$ cat src/shared/npr_defines.svh
// Constants for the page NOR read and identification host controller
`ifndef NPR_DEFINES_SVH
`define NPR_DEFINES_SVH
// Software register offsets
`define NPR_OFF_CTRL      4'h0
`define NPR_OFF_ADDR      4'h1
`define NPR_OFF_STAT      4'h2
`define NPR_OFF_DATA      4'h3
`define NPR_OFF_PAGE0     4'h4
// Control register field positions
`define NPR_CTRL_GO       0
`define NPR_CTRL_OP_LO    1
`define NPR_CTRL_OP_HI    3
`define NPR_CTRL_ESUSP    4
// Status register field positions
`define NPR_STAT_BUSY     0
`define NPR_STAT_IDMODE   1
`define NPR_STAT_ESUSP    2
`define NPR_STAT_DONE     3
// Reset values
`define NPR_CTRL_RST      8'h00
`define NPR_ADDR_RST      23'h000000
// Command codes and unlock addresses (word mode)
`define NPR_CMD_UNLOCK1   8'hAA
`define NPR_CMD_UNLOCK2   8'h55
`define NPR_CMD_IDENT     8'h90
`define NPR_CMD_RESET     8'hF0
`define NPR_UNLOCK_ADR1   23'h000555
`define NPR_UNLOCK_ADR2   23'h0002AA
// Identification word offsets
`define NPR_ID_MFR        3'h0
`define NPR_ID_DEV1       3'h1
`define NPR_ID_PROT       3'h2
`define NPR_ID_IND        3'h3
`define NPR_ID_DEV2       4'hE
`define NPR_ID_DEV3       4'hF
// Page geometry
`define NPR_PAGE_WORDS    8
// Timing in ns and derived cycle counts at 20 MHz
`define NPR_CLK_NS        50
`define NPR_TAA_NS        110
`define NPR_TPA_NS        25
`define NPR_TWP_NS        50
`define NPR_TWPH_NS       30
`define NPR_TAA_CYC       ((`NPR_TAA_NS + `NPR_CLK_NS - 1) / `NPR_CLK_NS)
`define NPR_TPA_CYC       ((`NPR_TPA_NS + `NPR_CLK_NS - 1) / `NPR_CLK_NS)
`define NPR_TWP_CYC       ((`NPR_TWP_NS + `NPR_CLK_NS - 1) / `NPR_CLK_NS)
`define NPR_TWPH_CYC      ((`NPR_TWPH_NS + `NPR_CLK_NS - 1) / `NPR_CLK_NS)
`endif

$ cat src/shared/npr_pkg.sv
// Types for the page NOR read and identification host controller
package npr_pkg;
  typedef enum logic [2:0] {
    NPR_OP_READ,
    NPR_OP_PAGE,
    NPR_OP_ID_ENTER,
    NPR_OP_ID_READ,
    NPR_OP_ID_EXIT
  } npr_op_t;

  // Flash pin bundle driven by the controller
  typedef struct packed {
    logic        ce_n;
    logic        oe_n;
    logic        we_n;
    logic [22:0] addr;
    logic [15:0] dq_out;
    logic        dq_oe;
  } npr_pins_t;

  // One bus cycle for the pin sequencer
  typedef struct packed {
    logic        wr;
    logic [22:0] addr;
    logic [15:0] data;
    logic        page;
  } npr_cyc_t;
endpackage : npr_pkg

$ cat src/design/npr_cycle.sv
// Pin sequencer for one flash write, single read or page read
`timescale 1ns/1ns
`include "npr_defines.svh"
module npr_cycle
(
  // Clock and reset
  input  wire logic             clk,
  input  wire logic             rst_n,
  // Cycle request
  input  wire logic             start,
  input  wire npr_pkg::npr_cyc_t cyc,
  output logic                  done_r,
  output logic [15:0]           rdata_r,
  output logic [2:0]            widx_r,
  output logic                  wvalid_r,
  // Flash pins
  input  wire logic [15:0]      dq_in,
  output npr_pkg::npr_pins_t    pins_r
);
  typedef enum logic [2:0] {
    NPR_CY_IDLE, NPR_CY_WLOW, NPR_CY_WHIGH, NPR_CY_RACC, NPR_CY_PAGE, NPR_CY_END
  } npr_cy_st_t;

  npr_cy_st_t  st_r;
  logic [3:0]  cnt_r;
  logic [15:0] dq_s1_r;
  logic [15:0] dq_s2_r;
  logic        pg_r;

  // Two-flop synchroniser on the data bus
  always_ff @(posedge clk or negedge rst_n)
    if (!rst_n)
    begin
      dq_s1_r <= 16'h0000;
      dq_s2_r <= 16'h0000;
    end
    else
    begin
      dq_s1_r <= dq_in;
      dq_s2_r <= dq_s1_r;
    end

  // Cycle state machine and pin drive
  always_ff @(posedge clk or negedge rst_n)
    if (!rst_n)
    begin
      st_r     <= NPR_CY_IDLE;
      cnt_r    <= 4'h0;
      pg_r     <= 1'b0;
      done_r   <= 1'b0;
      wvalid_r <= 1'b0;
      widx_r   <= 3'h0;
      rdata_r  <= 16'h0000;
      pins_r   <= '{ce_n: 1'b1, oe_n: 1'b1, we_n: 1'b1, addr: 23'h000000,
                    dq_out: 16'h0000, dq_oe: 1'b0};
    end
    else
    begin
      done_r   <= 1'b0;
      wvalid_r <= 1'b0;
      unique case (st_r)
        NPR_CY_IDLE:
          if (start)
          begin
            pins_r.addr <= cyc.addr;
            pins_r.ce_n <= 1'b0;
            pg_r        <= cyc.page;
            if (cyc.wr)
            begin
              // Address taken at the later falling edge, data at rising edge
              pins_r.we_n   <= 1'b0;
              pins_r.dq_out <= cyc.data;
              pins_r.dq_oe  <= 1'b1;
              cnt_r         <= 4'(`NPR_TWP_CYC);
              st_r          <= NPR_CY_WLOW;
            end
            else
            begin
              // Read needs ce and oe low with we high
              pins_r.oe_n <= 1'b0;
              cnt_r       <= 4'(`NPR_TAA_CYC + 2);
              st_r        <= NPR_CY_RACC;
            end
          end
        NPR_CY_WLOW:
          if (cnt_r > 4'h1)
            cnt_r <= cnt_r - 4'h1;
          else
          begin
            pins_r.we_n <= 1'b1;
            pins_r.ce_n <= 1'b1;
            cnt_r       <= 4'(`NPR_TWPH_CYC);
            st_r        <= NPR_CY_WHIGH;
          end
        NPR_CY_WHIGH:
          if (cnt_r > 4'h1)
            cnt_r <= cnt_r - 4'h1;
          else
          begin
            pins_r.dq_oe <= 1'b0;
            st_r         <= NPR_CY_END;
          end
        NPR_CY_RACC:
          if (cnt_r > 4'h1)
            cnt_r <= cnt_r - 4'h1;
          else
          begin
            rdata_r  <= dq_s2_r;
            widx_r   <= pins_r.addr[2:0];
            wvalid_r <= 1'b1;
            if (pg_r && pins_r.addr[2:0] != 3'h7)
            begin
              // Only the word selector moves; upper lines stay put
              pins_r.addr[2:0] <= pins_r.addr[2:0] + 3'h1;
              cnt_r            <= 4'(`NPR_TPA_CYC + 2);
              st_r             <= NPR_CY_PAGE;
            end
            else
            begin
              pins_r.oe_n <= 1'b1;
              pins_r.ce_n <= 1'b1;
              st_r        <= NPR_CY_END;
            end
          end
        NPR_CY_PAGE:
          if (cnt_r > 4'h1)
            cnt_r <= cnt_r - 4'h1;
          else
          begin
            rdata_r  <= dq_s2_r;
            widx_r   <= pins_r.addr[2:0];
            wvalid_r <= 1'b1;
            if (pins_r.addr[2:0] != 3'h7)
            begin
              pins_r.addr[2:0] <= pins_r.addr[2:0] + 3'h1;
              cnt_r            <= 4'(`NPR_TPA_CYC + 2);
            end
            else
            begin
              pins_r.oe_n <= 1'b1;
              pins_r.ce_n <= 1'b1;
              st_r        <= NPR_CY_END;
            end
          end
        NPR_CY_END:
        begin
          done_r <= 1'b1;
          st_r   <= NPR_CY_IDLE;
        end
        default:
          st_r <= NPR_CY_IDLE;
      endcase
    end
endmodule : npr_cycle

$ cat src/design/npr_host.sv
// Host controller for page reads and identification of a parallel NOR flash
`timescale 1ns/1ns
`include "npr_defines.svh"
// Functional notes
// - Upper address stable during page read
// - Two unlock writes precede identify command
// - Reset command ends identification mode
// - Identify only in read or suspend-read
// - Identify is AA, 55, 90 then read
module npr_host
(
  // Clock and reset
  input  wire logic        clk,
  input  wire logic        rst_n,
  // Software register port
  input  wire logic [3:0]  reg_addr,
  input  wire logic [31:0] reg_wdata,
  input  wire logic        reg_wr,
  input  wire logic        reg_rd,
  output logic [31:0]      reg_rdata_r,
  // Flash pins
  output logic             ce_n_r,
  output logic             oe_n_r,
  output logic             we_n_r,
  output logic [22:0]      addr_r,
  output logic [15:0]      dq_out_r,
  output logic             dq_oe_r,
  input  wire logic [15:0] dq_in
);
  typedef enum logic [2:0] {
    NPR_HS_IDLE, NPR_HS_ISSUE, NPR_HS_WAIT, NPR_HS_NEXT
  } npr_hs_st_t;

  npr_hs_st_t         st_r;
  logic [7:0]         ctrl_r;
  logic [22:0]        tgt_r;
  npr_pkg::npr_op_t   op_r;
  logic [1:0]         step_r;
  logic               busy_r;
  logic               done_flag_r;
  logic               idmode_r;
  logic               esusp_r;
  logic [15:0]        data_r;
  logic [15:0]        page_r [`NPR_PAGE_WORDS];
  npr_pkg::npr_cyc_t  cyc_nxt;
  logic               start_r;
  logic               cy_done;
  logic [15:0]        cy_rdata;
  logic [2:0]         cy_widx;
  logic               cy_wvalid;
  npr_pkg::npr_pins_t pins;
  npr_pkg::npr_op_t   op_req;
  logic               go_req;

  assign op_req = npr_pkg::npr_op_t'(reg_wdata[`NPR_CTRL_OP_HI:`NPR_CTRL_OP_LO]);
  assign go_req = reg_wr && reg_addr == `NPR_OFF_CTRL && reg_wdata[`NPR_CTRL_GO] && !busy_r;

  // Bus cycle chosen for the current operation step
  always_comb
  begin
    cyc_nxt = '{wr: 1'b0, addr: tgt_r, data: 16'h0000, page: 1'b0};
    unique case (op_r)
      npr_pkg::NPR_OP_READ:
        cyc_nxt.page = 1'b0;
      npr_pkg::NPR_OP_PAGE:
        cyc_nxt.addr = {tgt_r[22:3], 3'h0};
      npr_pkg::NPR_OP_ID_READ:
        cyc_nxt.page = 1'b0;
      npr_pkg::NPR_OP_ID_ENTER:
      begin
        // Unlock, unlock, identify command
        cyc_nxt.wr = 1'b1;
        unique case (step_r)
          2'h0:
          begin
            cyc_nxt.addr = `NPR_UNLOCK_ADR1;
            cyc_nxt.data = {8'h00, `NPR_CMD_UNLOCK1};
          end
          2'h1:
          begin
            cyc_nxt.addr = `NPR_UNLOCK_ADR2;
            cyc_nxt.data = {8'h00, `NPR_CMD_UNLOCK2};
          end
          default:
          begin
            cyc_nxt.addr = `NPR_UNLOCK_ADR1;
            cyc_nxt.data = {8'h00, `NPR_CMD_IDENT};
          end
        endcase
      end
      npr_pkg::NPR_OP_ID_EXIT:
      begin
        cyc_nxt.wr   = 1'b1;
        cyc_nxt.data = {8'h00, `NPR_CMD_RESET};
      end
      default:
        cyc_nxt.page = 1'b0;
    endcase
    if (op_r == npr_pkg::NPR_OP_PAGE)
      cyc_nxt.page = 1'b1;
  end

  // Pin sequencer
  npr_cycle u_cycle
  (
    .clk      (clk),
    .rst_n    (rst_n),
    .start    (start_r),
    .cyc      (cyc_nxt),
    .done_r   (cy_done),
    .rdata_r  (cy_rdata),
    .widx_r   (cy_widx),
    .wvalid_r (cy_wvalid),
    .dq_in    (dq_in),
    .pins_r   (pins)
  );

  // Pins straight from sequencer flops; deselected between operations
  assign ce_n_r   = pins.ce_n;
  assign oe_n_r   = pins.oe_n;
  assign we_n_r   = pins.we_n;
  assign addr_r   = pins.addr;
  assign dq_out_r = pins.dq_out;
  assign dq_oe_r  = pins.dq_oe;

  // Control and address registers
  always_ff @(posedge clk or negedge rst_n)
    if (!rst_n)
    begin
      ctrl_r <= `NPR_CTRL_RST;
      tgt_r  <= `NPR_ADDR_RST;
    end
    else if (reg_wr && reg_addr == `NPR_OFF_CTRL)
      ctrl_r <= reg_wdata[7:0];
    else if (reg_wr && reg_addr == `NPR_OFF_ADDR && !busy_r)
      tgt_r <= reg_wdata[22:0];

  // Operation sequencer
  always_ff @(posedge clk or negedge rst_n)
    if (!rst_n)
    begin
      st_r    <= NPR_HS_IDLE;
      op_r    <= npr_pkg::NPR_OP_READ;
      step_r  <= 2'h0;
      busy_r  <= 1'b0;
      start_r <= 1'b0;
    end
    else
    begin
      start_r <= 1'b0;
      unique case (st_r)
        NPR_HS_IDLE:
          if (go_req)
          begin
            op_r   <= op_req;
            step_r <= 2'h0;
            busy_r <= 1'b1;
            st_r   <= NPR_HS_ISSUE;
          end
        NPR_HS_ISSUE:
        begin
          start_r <= 1'b1;
          st_r    <= NPR_HS_WAIT;
        end
        NPR_HS_WAIT:
          if (cy_done)
            st_r <= NPR_HS_NEXT;
        NPR_HS_NEXT:
          if (op_r == npr_pkg::NPR_OP_ID_ENTER && step_r != 2'h2)
          begin
            step_r <= step_r + 2'h1;
            st_r   <= NPR_HS_ISSUE;
          end
          else
          begin
            busy_r <= 1'b0;
            st_r   <= NPR_HS_IDLE;
          end
        default:
          st_r <= NPR_HS_IDLE;
      endcase
    end

  // Mode tracking and completion flag
  always_ff @(posedge clk or negedge rst_n)
    if (!rst_n)
    begin
      idmode_r    <= 1'b0;
      esusp_r     <= 1'b0;
      done_flag_r <= 1'b0;
    end
    else
    begin
      if (st_r == NPR_HS_NEXT && busy_r && !(op_r == npr_pkg::NPR_OP_ID_ENTER && step_r != 2'h2))
      begin
        done_flag_r <= 1'b1;
        if (op_r == npr_pkg::NPR_OP_ID_ENTER)
        begin
          idmode_r <= 1'b1;
          esusp_r  <= ctrl_r[`NPR_CTRL_ESUSP];
        end
        else if (op_r == npr_pkg::NPR_OP_ID_EXIT)
          idmode_r <= 1'b0;
      end
      else if (go_req)
        done_flag_r <= 1'b0;
    end

  // Read capture; identification words other than the device codes and word 9 keep only the low byte
  always_ff @(posedge clk or negedge rst_n)
    if (!rst_n)
      data_r <= 16'h0000;
    else if (cy_wvalid && op_r == npr_pkg::NPR_OP_ID_READ)
      data_r <= (tgt_r[3:0] == `NPR_ID_DEV2 || tgt_r[3:0] == `NPR_ID_DEV3 ||
                 tgt_r[2:0] == `NPR_ID_DEV1) ? cy_rdata
                                             : {8'h00, cy_rdata[7:0]};
    else if (cy_wvalid)
      data_r <= cy_rdata;

  // Page word store indexed by word selector
  always_ff @(posedge clk or negedge rst_n)
    if (!rst_n)
    begin
      for (int i = 0; i < `NPR_PAGE_WORDS; i++)
        page_r[i] <= 16'h0000;
    end
    else if (cy_wvalid && op_r == npr_pkg::NPR_OP_PAGE)
      page_r[cy_widx] <= cy_rdata;

  // Register read port, data one cycle after strobe
  always_ff @(posedge clk or negedge rst_n)
    if (!rst_n)
      reg_rdata_r <= 32'h00000000;
    else if (reg_rd)
    begin
      if (reg_addr >= `NPR_OFF_PAGE0 && reg_addr < 4'(`NPR_OFF_PAGE0 + `NPR_PAGE_WORDS))
        reg_rdata_r <= {16'h0000, page_r[3'(reg_addr - `NPR_OFF_PAGE0)]};
      else
        unique case (reg_addr)
          `NPR_OFF_CTRL: reg_rdata_r <= {24'h000000, ctrl_r};
          `NPR_OFF_ADDR: reg_rdata_r <= {9'h000, tgt_r};
          `NPR_OFF_STAT: reg_rdata_r <= {28'h0000000, done_flag_r, esusp_r, idmode_r, busy_r};
          `NPR_OFF_DATA: reg_rdata_r <= {16'h0000, data_r};
          default:       reg_rdata_r <= 32'h00000000;
        endcase
    end
endmodule : npr_host

$ cat config.mk
export PLATFORM = sky130hd
export DESIGN_NAME = npr_host
export DESIGN_NICKNAME = d
export VERILOG_FILES = /design/src/shared/npr_pkg.sv /design/src/design/npr_cycle.sv /design/src/design/npr_host.sv
export VERILOG_INCLUDE_DIRS = /design/src /design/src/shared
export SDC_FILE = /design/constraint.sdc
export NUM_CORES = 1
export LEC_CHECK = 0
export BUFFER_PORTS_ARGS = -buffer_cell sky130_fd_sc_hd__clkbuf_2
export CORE_ASPECT_RATIO = 0.8
export CORE_UTILIZATION = 50
export DETAILED_ROUTE_END_ITERATION = 10
export GPL_ROUTABILITY_DRIVEN = 0
export HOLD_SLACK_MARGIN = 0.12
export PLACE_DENSITY = 0.65
export RECOVER_POWER = 25
export SETUP_SLACK_MARGIN = 0.15
export SYNTH_ARGS = -nofsm -noshare
export SYNTH_HDL_FRONTEND = slang
export SYNTH_SLANG_ARGS = --single-unit
$ cat constraint.sdc
create_clock -name clk -period 2.3 [get_ports clk]
set_input_delay 0.345 -clock clk [delete_from_list [all_inputs] [get_ports clk]]
set_output_delay 0.345 -clock clk [all_outputs]
set_load 0.005 [all_outputs]
# Word level (Yosys, flattened, before mapping)
# Cells that the tools add are included.
# W data, S select, Z words.
[classes]
addsub = 4
multipliers = 0
n_div = 0
n_lt_le_gt_ge = 6
eq_ne = 39
n_shift = 0
muxes = 71
n_bitwise = 4
reduce_logical = 49
[ops]
columns = ["operator", "count"]
rows = [
  ["$bwmux W128", 1],
  ["$mux W16", 6],
  ["$pmux W23 S4", 1],
  ["$pmux W27 S2", 1],
  ["$bmux W16 S3", 1],
  ["$demux W16 S3", 1],
  ["$pmux W23 S2", 1],
  ["$mux W43", 1],
  ["$mux W3", 13],
  ["$pmux W16 S2", 1],
  ["$mux W4", 7],
  ["$ne A2 B2 Y1 const B", 13],
  ["$mux W23", 1],
  ["$pmux W4 S5", 1],
  ["$eq A3 B2 Y1 const B", 6],
  ["$mux W1", 18],
  ["$mux W17", 1],
  ["$pmux W3 S5", 1],
  ["$mux W2", 7],
  ["$reduce_and A2 Y1", 7],
  ["$reduce_and A7 Y1", 2],
  ["$logic_and A1 B1 Y1", 13],
  ["$eq A3 B1 Y1 const B", 4],
  ["$pmux W3 S4", 1],
  ["other kinds (38)", 64],
]
[word_totals]
ff_bits = 324
latch_bits = 0
mem_bits_rw = 0
mem_bits_ro = 0
out_inout_bits = 75
elab_cells = 209
mem_count = 0

# Logic depth before layout (Yosys ltp)
# Gate-level depths: netlist of the first run.
[logic_depth]
word_depth = 6
ltp_mapped = 11
depth_no_buf = 7

# Modules after synthesis
# A second synthesis of the first run with hierarchy kept.
[unflattened]
hier_cells = 1060
area_unflattened_um2 = 13927.1
[by_module_without_submodules]
columns = ["module", "n_inst", "cells_each", "area_each_um2"]
rows = [
  ["npr_host", 1, 744, 9973.3],
  ["npr_cycle", 1, 316, 3953.8],
]

# Worst setup path after synthesis of the first run
# No wires, ideal clock.
[synth_path]
path_type = "input to register"
from = "input port reg_addr[2]"
to = "register reg_rdata_r[10]"
setup_time_ns = 0.077
arrival_time_ns = 2.515
required_ns = 2.223
slack_ns = -0.292
path_stages = 11
path_buffers = 5
cell_sequence = "clkbuf_1 -> inv_1 -> clkbuf_1 -> ha_1 -> clkbuf_1 -> and3b_1 -> clkbuf_1 -> and2_1 -> clkbuf_1 -> a22oi_1 -> a21oi_1"
[synth_between]
elab_chain_cells = 6
[synth_lines]
columns = ["element", "line_no", "source"]
rows = [
  ["start: declaration", "npr_host.sv:16", "input wire logic [3:0] reg_addr,"],
  ["$sub A3 B3 Y3 (no source line)", "-", ""],
  ["$not A3 Y4", "npr_host.sv:237", "reg_rdata_r <= {16'h0000, page_r[3'(reg_addr - `NPR_OFF_PAGE0)]};"],
  ["$bmux W16 S3", "npr_host.sv:237", ""],
  ["$mux W16 (2 in a row)", "npr_host.sv:237", ""],
  ["$mux W23 (*)", "npr_host.sv:236", "if (reg_addr >= `NPR_OFF_PAGE0 && reg_addr < 4'(`NPR_OFF_PAGE0 + `NPR_PAGE_WORDS))"],
  ["end signal: assignment", "npr_host.sv:237", ""],
  ["end signal: assignment", "npr_host.sv:240", "`NPR_OFF_CTRL: reg_rdata_r <= {24'h000000, ctrl_r};"],
  ["end signal: assignment", "npr_host.sv:241", "`NPR_OFF_ADDR: reg_rdata_r <= {9'h000, tgt_r};"],
  ["end: declaration", "npr_host.sv:20", "output logic [31:0] reg_rdata_r,"],
]
# Every way passes the cells marked *; elsewhere a longest branch is shown, timed or not. The select of a mux whose other input is x is not followed.
# A chain may end at the register's enable or synchronous reset.

# Worst setup path in the final report of the first run
[layout_path]
from = "register u_cycle.st_r[0]"
to = "register u_cycle.rdata_r[13]"
[layout_between]
elab_chain_cells = 3
[layout_lines]
columns = ["element", "line_no", "source"]
rows = [
  ["start: declaration", "npr_cycle.sv:24", "npr_cy_st_t st_r;"],
  ["start signal: assignment", "npr_cycle.sv:47", "st_r <= NPR_CY_IDLE;"],
  ["start signal: assignment", "npr_cycle.sv:75", "st_r <= NPR_CY_WLOW;"],
  ["start signal: assignment", "npr_cycle.sv:82", "st_r <= NPR_CY_RACC;"],
  ["$eq A3 B2 Y1 / $eq A3 B3 Y1 (equally long branches)", "npr_cycle.sv:61", "unique case (st_r)"],
  ["$reduce_or A2 Y1 (no source line) (*)", "-", ""],
  ["$reduce_and A2 Y1 (no source line) (*)", "-", ""],
  ["end signal: assignment", "npr_cycle.sv:108", "rdata_r <= dq_s2_r;"],
  ["end signal: assignment", "npr_cycle.sv:130", "rdata_r <= dq_s2_r;"],
  ["end: declaration", "npr_cycle.sv:13", "output logic [15:0] rdata_r,"],
]
# Every way passes the cells marked *; elsewhere a longest branch is shown, timed or not.

==> flow_summary_export.csv, run 1 <==
group,metric,value,unit
finish,area_delta_synth_final,18.2,%
timing,holdWs,0.240,ns
floorplan,initial_core_util,0.511,
global_route,globalRouteTotalUtil,0.209,
timing,max_freq,483,MHz
timing,max_slew_margin,0.0936,
global_route,antenna_found_initial,0,
logic_synthesis,syn-mean-instance-area,13.3,um2
logic_synthesis,synth_enable_flop_cells,0,
logic_synthesis,ys_seq_area_frac,0.564,
global_route,overflow,0,
floorplan,ios,131,
routing,ant_nets,0,
timing,drv_slew,0,
timing,final_hold_viol_count,0,
finish,multi_input_area,5440,um2
timing,finalSetupViolCount,0,
critical_path,worst_ep_arrival_time,2.51,ns
floorplan,die_area,27700,um2
place,place_hpwl,19.2,mm
finish,drive_above_1_share,0.392,
clock_tree,clockRootBuffer,"clkbuf_16",
power_and_ir_drop,power_leakage,7.68,nW
finish,fin_util,0.604,
critical_path,required,2.74,ns
power_and_ir_drop,clock_power_share,0.306,
logic_synthesis,synth_area_leaders,"dfrtp_1 56%, mux2_2 17%, mux4_2 6.0%",
global_route,grt_max_degree,74,
power_and_ir_drop,ir_drop,0.573,mV
logic_synthesis,synth_top_cell_by_area,"dfrtp_1",
critical_path,critPathMaxFanout,20,
logic_synthesis,synthFlopType,"dfrtp_1",
global_route,grt_pass1_wl,45.5,mm
routing,vias,8506,
clock_tree,cts_buffers,31,
critical_path,critPathMaxStageDelay,0.45,ns
logic_synthesis,yosys-top-cells-count,"301 x dfrtp_1, 201 x mux2_2, 77 x nand2_1",
timing,finalSetupTns,0,ns
power_and_ir_drop,power.internal,0.0110,W
logic_synthesis,netlist_area,13500,um2
timing,post-route-period-util,0.900,
logic_synthesis,ys_ff_latch,304,
timing,rsz0062_at_grt,"false",
logic_synthesis,synth_cell_types,69,
critical_path,crit_type,"reg -> reg",
place,dp.cells,1450,
power_and_ir_drop,p_seq_frac,0.467,
power_and_ir_drop,total_power,0.0158,W
routing,wl_per_cell,18.2,um
clock_tree,htree_levels,1,
finish,final_cells,1547,
floorplan,die-height,149,um
timing,worst_slew_pin_slew,1.36,ns
routing,viasPerCell,5.50,
logic_synthesis,syn_inst,1017,
power_and_ir_drop,combPwrFrac,0.226,
finish,nNetsFinal,1238,
routing,wl_met2,12.2,mm
logic_synthesis,synth_warnings,0,
logic_synthesis,postSynth.asyncResetShare,1.00,
power_and_ir_drop,p_sw,0.00490,W
critical_path,cp-end-kind,"flop",
floorplan,std_cell_rows,53,
finish,antenna_cells,0,
finish,seqCellArea,7610,um2
routing,remaining_drc_errors,0,
logic_synthesis,synth_top_area_frac,0.558,
finish,n_fill_cell,2094,
clock_tree,cts_tree,"done",
routing,highest_layer,"met4",
routing,drt-total-wl,28.2,mm
hold_path,hold_class,"in -> reg",
routing,met1Wirelength,14.4,mm
status,outcome,"completed",
clock_tree,clk_latency,0.57,ns
floorplan,die_x,186,um
clock_tree,cts_sinks,304,
power_and_ir_drop,p_sw_frac,0.309,
critical_path,start_kind,"flop",
clock_tree,clk_pin_slew,0.06,ns
critical_path,cpMaxStageDelayCell,"dfrtp_2",
timing,period_needed,2.07,ns
global_route,grt_pass1_vias,8312,
power_and_ir_drop,power_per_cell_area,994,nW/um2
timing,clock_skew,0.0219,ns
floorplan,coreArea,26400,um2
routing,first_pass_iters,6,
logic_synthesis,synth_most_common_cell,"dfrtp_1",
routing,route.met3.wl,1.12,mm
clock_tree,clockBufferDepth,3,
routing,drtIter0Drc,543,
place,port_buffers,104,
critical_path,crit_chain,"or3b_4 -> a2111oi_4 -> buf_4 -> buf_12 -> mux2_2",
run,max_cap_violations,0,
==> worst paths after layout <==
path / from / endpoint / slack, ns / depth (start not counted)
worst max-delay path: u_cycle.st_r[0] / u_cycle.rdata_r[13] / 0.23 / 5
worst min-delay path: reg_rd / reg_rdata_r[3] / 0.24 / 2
worst max register to register: u_cycle.st_r[0] / u_cycle.rdata_r[13] / 0.23 / 5
worst min register to register: u_cycle.dq_s1_r[1] / u_cycle.dq_s2_r[1] / 0.35 / 0
max in group asynchronous: rst_n / page_r[107] / 0.45 / 3
min in group asynchronous: rst_n / page_r[26] / 0.25 / 2
==> cells by family after synthesis <==
family | count (synthesis) | share of synthesized area
flip-flops | 304 | 0.564
multiplexers | 241 | 0.231
XOR/XNOR | 1 | 0.000649
AND/OR/NAND/NOR | 184 | 0.0706
AO/OA/AOI/OAI | 157 | 0.0783
other | 1 | 0.000278
adder cells (fa/ha/maj) | 16 | 0.0146
buffers and inverters | 113 | 0.0408
==> metrics by stage <==
stage / area (um2) / setup slack (ns)
3_5_place_dp: 14600 / 0.111
4_1_cts: 15900 / 0.141
3_3_place_gp: 14600 / 0.162
6_report: 15900 / 0.230
5_1_grt: 15900 / 0.128
2_1_floorplan: 13600 / 0.153
==> per-layer routing <==
layer | GRT usage | vias to the layer above
li1 | - | 3943
met1 | 0.328 | 4317
met2 | 0.310 | 207
met3 | 0.0259 | 39
met4 | 0.0422 | 0
met5 | 0 | -
==> layout by cell type (no fill, tap or decap), types with 5 or more instances in the layout <==
cell type	count
a21oi_1	37
a22o_1	26
a22oi_1	19
a31oi_1	7
buf_12	8
buf_4	38
clkbuf_1	8
clkbuf_16	31
clkbuf_2	103
clkbuf_8	6
clkinv_2	7
conb_1	17
dfrtp_1	299
dlygate4sd3_1	40
ha_1	14
inv_1	21
mux2_2	201
mux4_2	36
nand2_1	77
nand3_1	7
nor2_1	44
nor3_1	6
o21ai_0	37
or3_1	5
==> final cells by class <==
type                    instances  area share
clock buffers                  45      0.0557
well taps                     357      0.0280
repair buffers                192      0.0869
multi-input cells             616       0.341
clock inverters                11     0.00581
inverters                      22     0.00518
flip-flops and latches        304       0.477
==> worst max-delay path, delay by kind of cell, from the launching register on <==
| kind | cells | cell delay [ns] |
|---|---|---|
| AO/OA/AOI/OAI | 1 | 0.34 |
| buffers and inverters | 2 | 0.36 |
| flip-flops | 1 | 0.45 |
| multiplexers | 1 | 0.35 |
| AND/OR/NAND/NOR | 1 | 0.45 |
==> state kept, by name, indices dropped and copies added (netlist names), 4 cells and up <==
signal           flops
tgt_r               23
page_r             128
u_cycle.dq_s2_r     16
reg_rdata_r         23
data_r              16
u_cycle.cnt_r        4
ctrl_r               8
u_cycle.pins_r      33
u_cycle.rdata_r     16
u_cycle.dq_s1_r     16
==> power groups by stage <==
stage	combinational (W)	clock, W	sequential, W
finish	0.00359	0.00485	0.00741
global route	0.00399	0.00518	0.00757
CTS	0.00354	0.00497	0.00738
detailed placement	0.00345	0	0.00748
global placement	0.00339	0	0.00744
floorplan	0.00275	0	0.00685
==> repair_timing <==
item / CTS / global route
pin swaps: 0 / 2
endpoints found under the setup margin: 3 / 12
hold buffers: 40 / 0
endpoints found under the hold margin: 351 / 0
buffers inserted: 0 / 1
gates resized for setup: 2 / 8
Power figures use the tool's default switching activity.
==> run 2: changes to the inputs <==
--- a/config.mk
+++ b/config.mk
@@ -12,6 +12,7 @@
 export DETAILED_ROUTE_END_ITERATION = 10
 export GPL_ROUTABILITY_DRIVEN = 0
 export HOLD_SLACK_MARGIN = 0.12
+export MAX_ROUTING_LAYER = met4
 export PLACE_DENSITY = 0.65
 export RECOVER_POWER = 25
 export SETUP_SLACK_MARGIN = 0.15
==> run 2 against run 1 <==
Effect of this change:
- sequential power about the same
- first-iteration DRC count is 3.1% higher
- final cell count is the same
- global-route usage up 0.66 points
- routed wire length is essentially flat
- critical path depth did not move
- fmax barely moved
- largest cell class unchanged
- largest power group unchanged
- highest routed layer unchanged
==> flow_summary_export.csv, run 2 (synthesized netlist as in run 1, its figures left out) <==
group,metric,value,unit
critical_path,crit_cells,5,
finish,antenna_cells,0,
global_route,grt_pass1_wl,45.5,mm
clock_tree,clk_pin_slew,0.06,ns
routing,drt-total-wl,28.2,mm
critical_path,worst_ep_arrival_time,2.51,ns
power_and_ir_drop,ir_drop,0.572,mV
floorplan,std_cell_rows,53,
critical_path,critPathMaxFanout,20,
critical_path,cpMaxStageDelayCell,"dfrtp_2",
critical_path,reg2regPathDepth,5,
routing,viasPerCell,5.49,
routing,first_pass_iters,5,
place,port_buffers,104,
place,place_hpwl,19.2,mm
timing,finalSetupTns,0,ns
floorplan,initial_core_util,0.511,
global_route,grt_pass1_vias,8307,
finish,largest_reg_flops,128,
critical_path,start_kind,"flop",
routing,drtIter0Drc,560,
finish,drive_above_1_share,0.392,
global_route,overflow,0,
floorplan,die_area,27700,um2
clock_tree,cts_buffers,31,
critical_path,crit_type,"reg -> reg",
global_route,use_met2,0.309,
finish,layout_common_cells,"299 x dfrtp_1, 201 x mux2_2, 103 x clkbuf_2",
finish,area_delta_synth_final,18.2,%
clock_tree,clk_latency,0.57,ns
hold_path,hold_class,"in -> reg",
critical_path,required,2.74,ns
global_route,antenna_found_initial,0,
finish,n_fill_cell,2094,
finish,largestRegisters,"page_r x128, u_cycle.pins_r x33",
timing,drv_slew,0,
floorplan,die-height,149,um
critical_path,crit_chain,"or3b_4 -> a2111oi_4 -> buf_4 -> buf_12 -> mux2_2",
floorplan,ios,131,
floorplan,coreArea,26400,um2
clock_tree,clockRootBuffer,"clkbuf_16",
timing,final_hold_viol_count,0,
place,placed_area,14600,um2
floorplan,die_x,186,um
finish,regMostFlops,"page_r",
global_route,globalRouteTotalUtil,0.215,
timing,max_freq,483,MHz
routing,wl_per_cell,18.2,um
timing,rsz0062_at_grt,"false",
clock_tree,cts_tree,"done",
routing,vias,8497,
global_route,grt_max_degree,74,
clock_tree,cts_sinks,304,
clock_tree,clockBufferDepth,3,
clock_tree,htree_levels,1,
critical_path,path_buf_inv,2,
timing,finalSetupViolCount,0,
timing,worst_slew_pin_slew,1.36,ns
run,max_cap_violations,0,
finish,nNetsFinal,1238,
global_route,grt_use_met1,0.330,
timing,clock_skew,0.0204,ns
power_and_ir_drop,power_per_cell_area,994,nW/um2
power_and_ir_drop,power_leakage,7.68,nW
finish,layout_commonest_cell,"dfrtp_1",
critical_path,cp-end-kind,"flop",
routing,remaining_drc_errors,0,
finish,final_cell_area,15900,um2
global_route,grt-busiest-layer,"met1",
hold_path,hold_depth,2,
status,outcome,"completed",
critical_path,crit_family,"flip-flops",
critical_path,critPathMaxStageDelay,0.45,ns
routing,ant_nets,0,
timing,period_needed,2.07,ns
global_route,met3_usage,0.0259,
timing,post-route-period-util,0.900,
timing,max_slew_margin,0.0913,
==> run 2: where the power goes <==
part	internal, W	leakage, nW	switching, W
clock network	0.00278	0.487	0.00207
logic	0.00185	3.21	0.00174
registers	0.00632	3.99	0.00109
total	0.0110	7.68	0.00490
==> run 2: worst paths after layout <==
path	start	endpoint	slack, ns
setup / recovery	u_cycle.st_r[0]	u_cycle.rdata_r[13]	0.23
hold / removal	reg_rd	reg_rdata_r[3]	0.24
setup reg to reg	u_cycle.st_r[0]	u_cycle.rdata_r[13]	0.23
hold reg to reg	u_cycle.dq_s1_r[1]	u_cycle.dq_s2_r[1]	0.35
max in group asynchronous	rst_n	page_r[107]	0.44
min in group asynchronous	rst_n	page_r[26]	0.25
==> run 2: metal layers <==
layer | wire length (um) | share of wire
met3 | 1160 | 0.041
met1 | 14400 | 0.51
met4 | 415 | 0.015
met2 | 12200 | 0.43
met5 | 0 | 0
==> run 2: timing repair <==
action | 4_1_cts | 5_1_grt
pin swaps | 0 | 2
hold endpoints to repair | 351 | 0
buffers inserted | 0 | 1
setup endpoints to repair | 3 | 12
hold buffers | 40 | 0
gates resized for setup | 2 | 8
==> run 2: final cells by class <==
class,instances,area [um2],share of cell area
Sequential cell,304,7610,0.477
Multi-Input combinational cell,616,5440,0.341
Timing Repair Buffer,192,1390,0.0869
Clock buffer,45,888,0.0557
Tap cell,357,447,0.0280
Clock inverter,11,92.6,0.00581
Inverter,22,82.6,0.00518
==> run 2: metrics by stage <==
step                hold slack [ns]  utilization  setup slack (ns)  power [W]  std cells
finish                        0.241        0.604             0.231     0.0159       1547
global route                  0.236        0.604             0.128     0.0167       1547
CTS                           0.228        0.604             0.141     0.0159       1546
detailed placement            0.236        0.551             0.111     0.0109       1450
global placement              0.236        0.551             0.162     0.0108       1450
floorplan                    0.0494            -             0.153    0.00959       1033
==> run 3: changes to the inputs <==
--- a/config.mk
+++ b/config.mk
@@ -6,6 +6,7 @@
 export SDC_FILE = /design/constraint.sdc
 export NUM_CORES = 1
 export LEC_CHECK = 0
+export ABC_AREA = 1
 export BUFFER_PORTS_ARGS = -buffer_cell sky130_fd_sc_hd__clkbuf_2
 export CORE_ASPECT_RATIO = 0.8
 export CORE_UTILIZATION = 50
@@ -16,6 +17,7 @@
 export PLACE_DENSITY = 0.65
 export RECOVER_POWER = 25
 export SETUP_SLACK_MARGIN = 0.15
+export SLEW_MARGIN = 15
 export SYNTH_ARGS = -nofsm -noshare
 export SYNTH_HDL_FRONTEND = slang
 export SYNTH_SLANG_ARGS = --single-unit
==> run 3 against run 2 <==
Effect of this change:
- clock skew decreased by 0.0074 ns
- synthesized area fell by 0.94%
- clock-buffer cell count fell by 6
- flip-flop and latch count did not move
- non-clock buffer count fell by 7
- synthesized cell count rose by 52%
- via count increased by 27%
- critical path depth rose by 3
- power is 30% lower
- largest power group unchanged
==> flow_summary_export.csv, run 3 <==
group,metric,value,unit
status,outcome,"completed",
timing,max_slew_margin,0.267,
floorplan,die-height,148,um
timing,rsz0062_at_grt,"false",
critical_path,r2r_end,"u_cycle.rdata_r[7]",
routing,ant_nets,0,
clock_tree,cts_tree,"done",
critical_path,reg2regPathDepth,8,
finish,n_fill_cell,2353,
routing,drt-total-wl,33.8,mm
critical_path,cpMostUsedCell,"inv_1",
global_route,globalRouteTotalUtil,0.264,
finish,largestRegisters,"page_r x128, u_cycle.pins_r x33",
finish,antenna_cells,0,
clock_tree,clk_latency,0.54,ns
run,max_cap_violations,0,
floorplan,die_area,27400,um2
timing,worst_slew_pin_slew,1.10,ns
critical_path,required,2.70,ns
floorplan,die_x,185,um
global_route,overflow,0,
clock_tree,clockBufferDepth,3,
place,place_hpwl,22.3,mm
global_route,grt_max_degree,68,
logic_synthesis,ys_seq_area_frac,0.569,
logic_synthesis,synth_top_area_frac,0.563,
clock_tree,post-cts-setup-buffer-count,0,
clock_tree,clockRootBuffer,"clkbuf_16",
logic_synthesis,syn_inst,1550,
logic_synthesis,yosys-top-cells-count,"594 x nand2_1, 301 x dfrtp_1, 149 x o21ai_1",
logic_synthesis,synth_enable_flop_cells,0,
timing,drv_slew,0,
floorplan,coreArea,26300,um2
timing,max_freq,541,MHz
finish,final_cell_area,15600,um2
place,port_buffers,104,
timing,finalSetupViolCount,0,
clock_tree,htree_levels,1,
critical_path,r2r_setup_slack,0.45,ns
critical_path,endpoint,"u_cycle.rdata_r[7]",
finish,nNetsFinal,1760,
routing,vias,10800,
finish,largest_reg_flops,128,
routing,remaining_drc_errors,0,
critical_path,crit_type,"reg -> reg",
power_and_ir_drop,ir_drop,0.503,mV
routing,viasPerCell,5.23,
timing,period_needed,1.85,ns
place,pre_cts_slack,0.466,ns
logic_synthesis,synth_cell_types,38,
critical_path,cpMaxStageDelayCell,"dfrtp_1",
floorplan,initial_core_util,0.509,
timing,fin_ws,0.450,ns
critical_path,start_kind,"flop",
timing,final_hold_viol_count,0,
timing,finalSetupTns,0,ns
global_route,antenna_found_initial,0,
logic_synthesis,synth_top_cell_by_area,"dfrtp_1",
clock_tree,clk_pin_slew,0.07,ns
finish,layout_commonest_cell,"nand2_1",
hold_path,hold_class,"in -> reg",
finish,area_delta_synth_final,16.6,%
routing,wl_per_cell,16.4,um
critical_path,cp-startpoint,"u_cycle.cnt_r[0]",
critical_path,r2r-start,"u_cycle.cnt_r[0]",
timing,holdWs,0.237,ns
logic_synthesis,synthFlopType,"dfrtp_1",
finish,final_cells,2063,
clock_tree,cts_resized,0,
global_route,grt_pass1_wl,55.3,mm
logic_synthesis,synth_warnings,0,
critical_path,crit_chain,"inv_1 -> ha_1 -> o21ai_2 -> inv_1 -> nand2_2 -> inv_4 -> nand2_1 -> o21ai_0",
floorplan,ios,131,
logic_synthesis,synth_most_common_cell,"nand2_1",
clock_tree,cts_sinks,304,
logic_synthesis,syn-mean-instance-area,8.63,um2
floorplan,std_cell_rows,53,
critical_path,cp-end-kind,"flop",
logic_synthesis,postSynth.asyncResetShare,1.00,
power_and_ir_drop,power_per_cell_area,708,nW/um2
timing,post-route-period-util,0.804,
timing,clock_skew,0.0130,ns
finish,drive_above_1_share,0.131,
critical_path,critPathMaxFanout,37,
place,placed_area,14200,um2
finish,regMostFlops,"page_r",
logic_synthesis,ys_ff_latch,304,
power_and_ir_drop,power_leakage,7.55,nW
clock_tree,cts_buffers,29,
finish,layout_common_cells,"594 x nand2_1, 301 x dfrtp_1, 149 x o21ai_1",
logic_synthesis,synth_area_leaders,"dfrtp_1 56%, nand2_1 17%, o21ai_1 5.6%",
logic_synthesis,netlist_area,13400,um2
critical_path,worst_ep_arrival_time,2.25,ns
place,dp.cells,1975,
routing,first_pass_iters,6,
critical_path,critPathMaxStageDelay,0.45,ns
routing,drtIter0Drc,917,
global_route,grt_pass1_vias,10400,
[run 3: changes by cell type after synthesis, moves of 13 or more]
| cell | previous run | this run |
|---|---|---|
| mux4_2 | 36 | 0 |
| a22o_1 | 26 | 0 |
| o21ai_1 | 0 | 149 |
| clkbuf_1 | 30 | 14 |
| nand4_1 | 2 | 30 |
| inv_1 | 21 | 78 |
| buf_2 | 17 | 41 |
| nand2_1 | 77 | 594 |
| nand3_1 | 8 | 76 |
| a22oi_1 | 19 | 0 |
| mux2_2 | 201 | 0 |
| o21ai_0 | 37 | 73 |
| buf_1 | 17 | 4 |
[run 3: routing by layer]
metal  wire [um]  part of all wire  track usage
met5           0                 0            -
met4         640             0.019       0.0579
met1       16500              0.49        0.389
met2       14600              0.43        0.388
met3        2030             0.060       0.0367
[run 3: what timing repair did]
| item | CTS | global route |
|---|---|---|
| hold endpoints to repair | 105 | 0 |
| endpoints found under the setup margin | 0 | 0 |
| hold buffers | 40 | 0 |
[run 3: cell families (layout without fill, tap and decap cells)]
family          after synthesis  in the layout  share of synthesized area
fa+ha+maj                    15             15                     0.0140
simple gates                769            769                      0.241
buf+inv                     184            324                     0.0666
compound gates              275            275                      0.107
other cells                   1             17                   0.000280
flops                       304            304                      0.569
xor+xnor                      2              2                    0.00131
[run 3: worst max-delay path, delay by kind of cell (launching register included)]
kind                       cells  cell delay (ns)
adders and majority gates      1             0.23
DFF                            1             0.45
and+or+nand+nor                2             0.26
buffers and inverters          3             0.35
AOI/OAI and AO/OA              2             0.42
[run 3: report_power, final]
group / total, W / switching [W] / internal [W]
sequential: 0.00549 / 0.0000488 / 0.00544
combinational: 0.000552 / 0.000361 / 0.000191
clock: 0.00500 / 0.00199 / 0.00301
[run 3: final cells by class]
cell class	instances	area (um2)	share of cell area
tap	357	447	0.0286
clock inverter	9	170	0.0109
clock buffer	39	813	0.0522
multi-input combinational	1078	4930	0.316
inverter	91	344	0.0221
timing repair buffer	185	1280	0.0822
sequential	304	7610	0.488
[run 3: worst min-delay path by stage]
stage / start / to / slack (ns) / cells after the start
floorplan: rst_n / busy_r / 0.05 / 0
global placement: u_cycle.dq_s1_r[7] / u_cycle.dq_s2_r[7] / 0.33 / 0
detailed placement: rst_n / u_cycle.pins_r[5] / 0.34 / 1
CTS: reg_wr / ctrl_r[0] / 0.20 / 5
global route: reg_wr / tgt_r[4] / 0.25 / 4
finish: reg_wr / tgt_r[4] / 0.24 / 4
[run 3: metrics by stage]
stage / power (W) / utilization
2_1_floorplan: 0.00580 / -
3_3_place_gp: 0.00609 / 0.543
3_5_place_dp: 0.00609 / 0.543
4_1_cts: 0.0111 / 0.595
5_1_grt: 0.0114 / 0.594
6_report: 0.0110 / 0.594
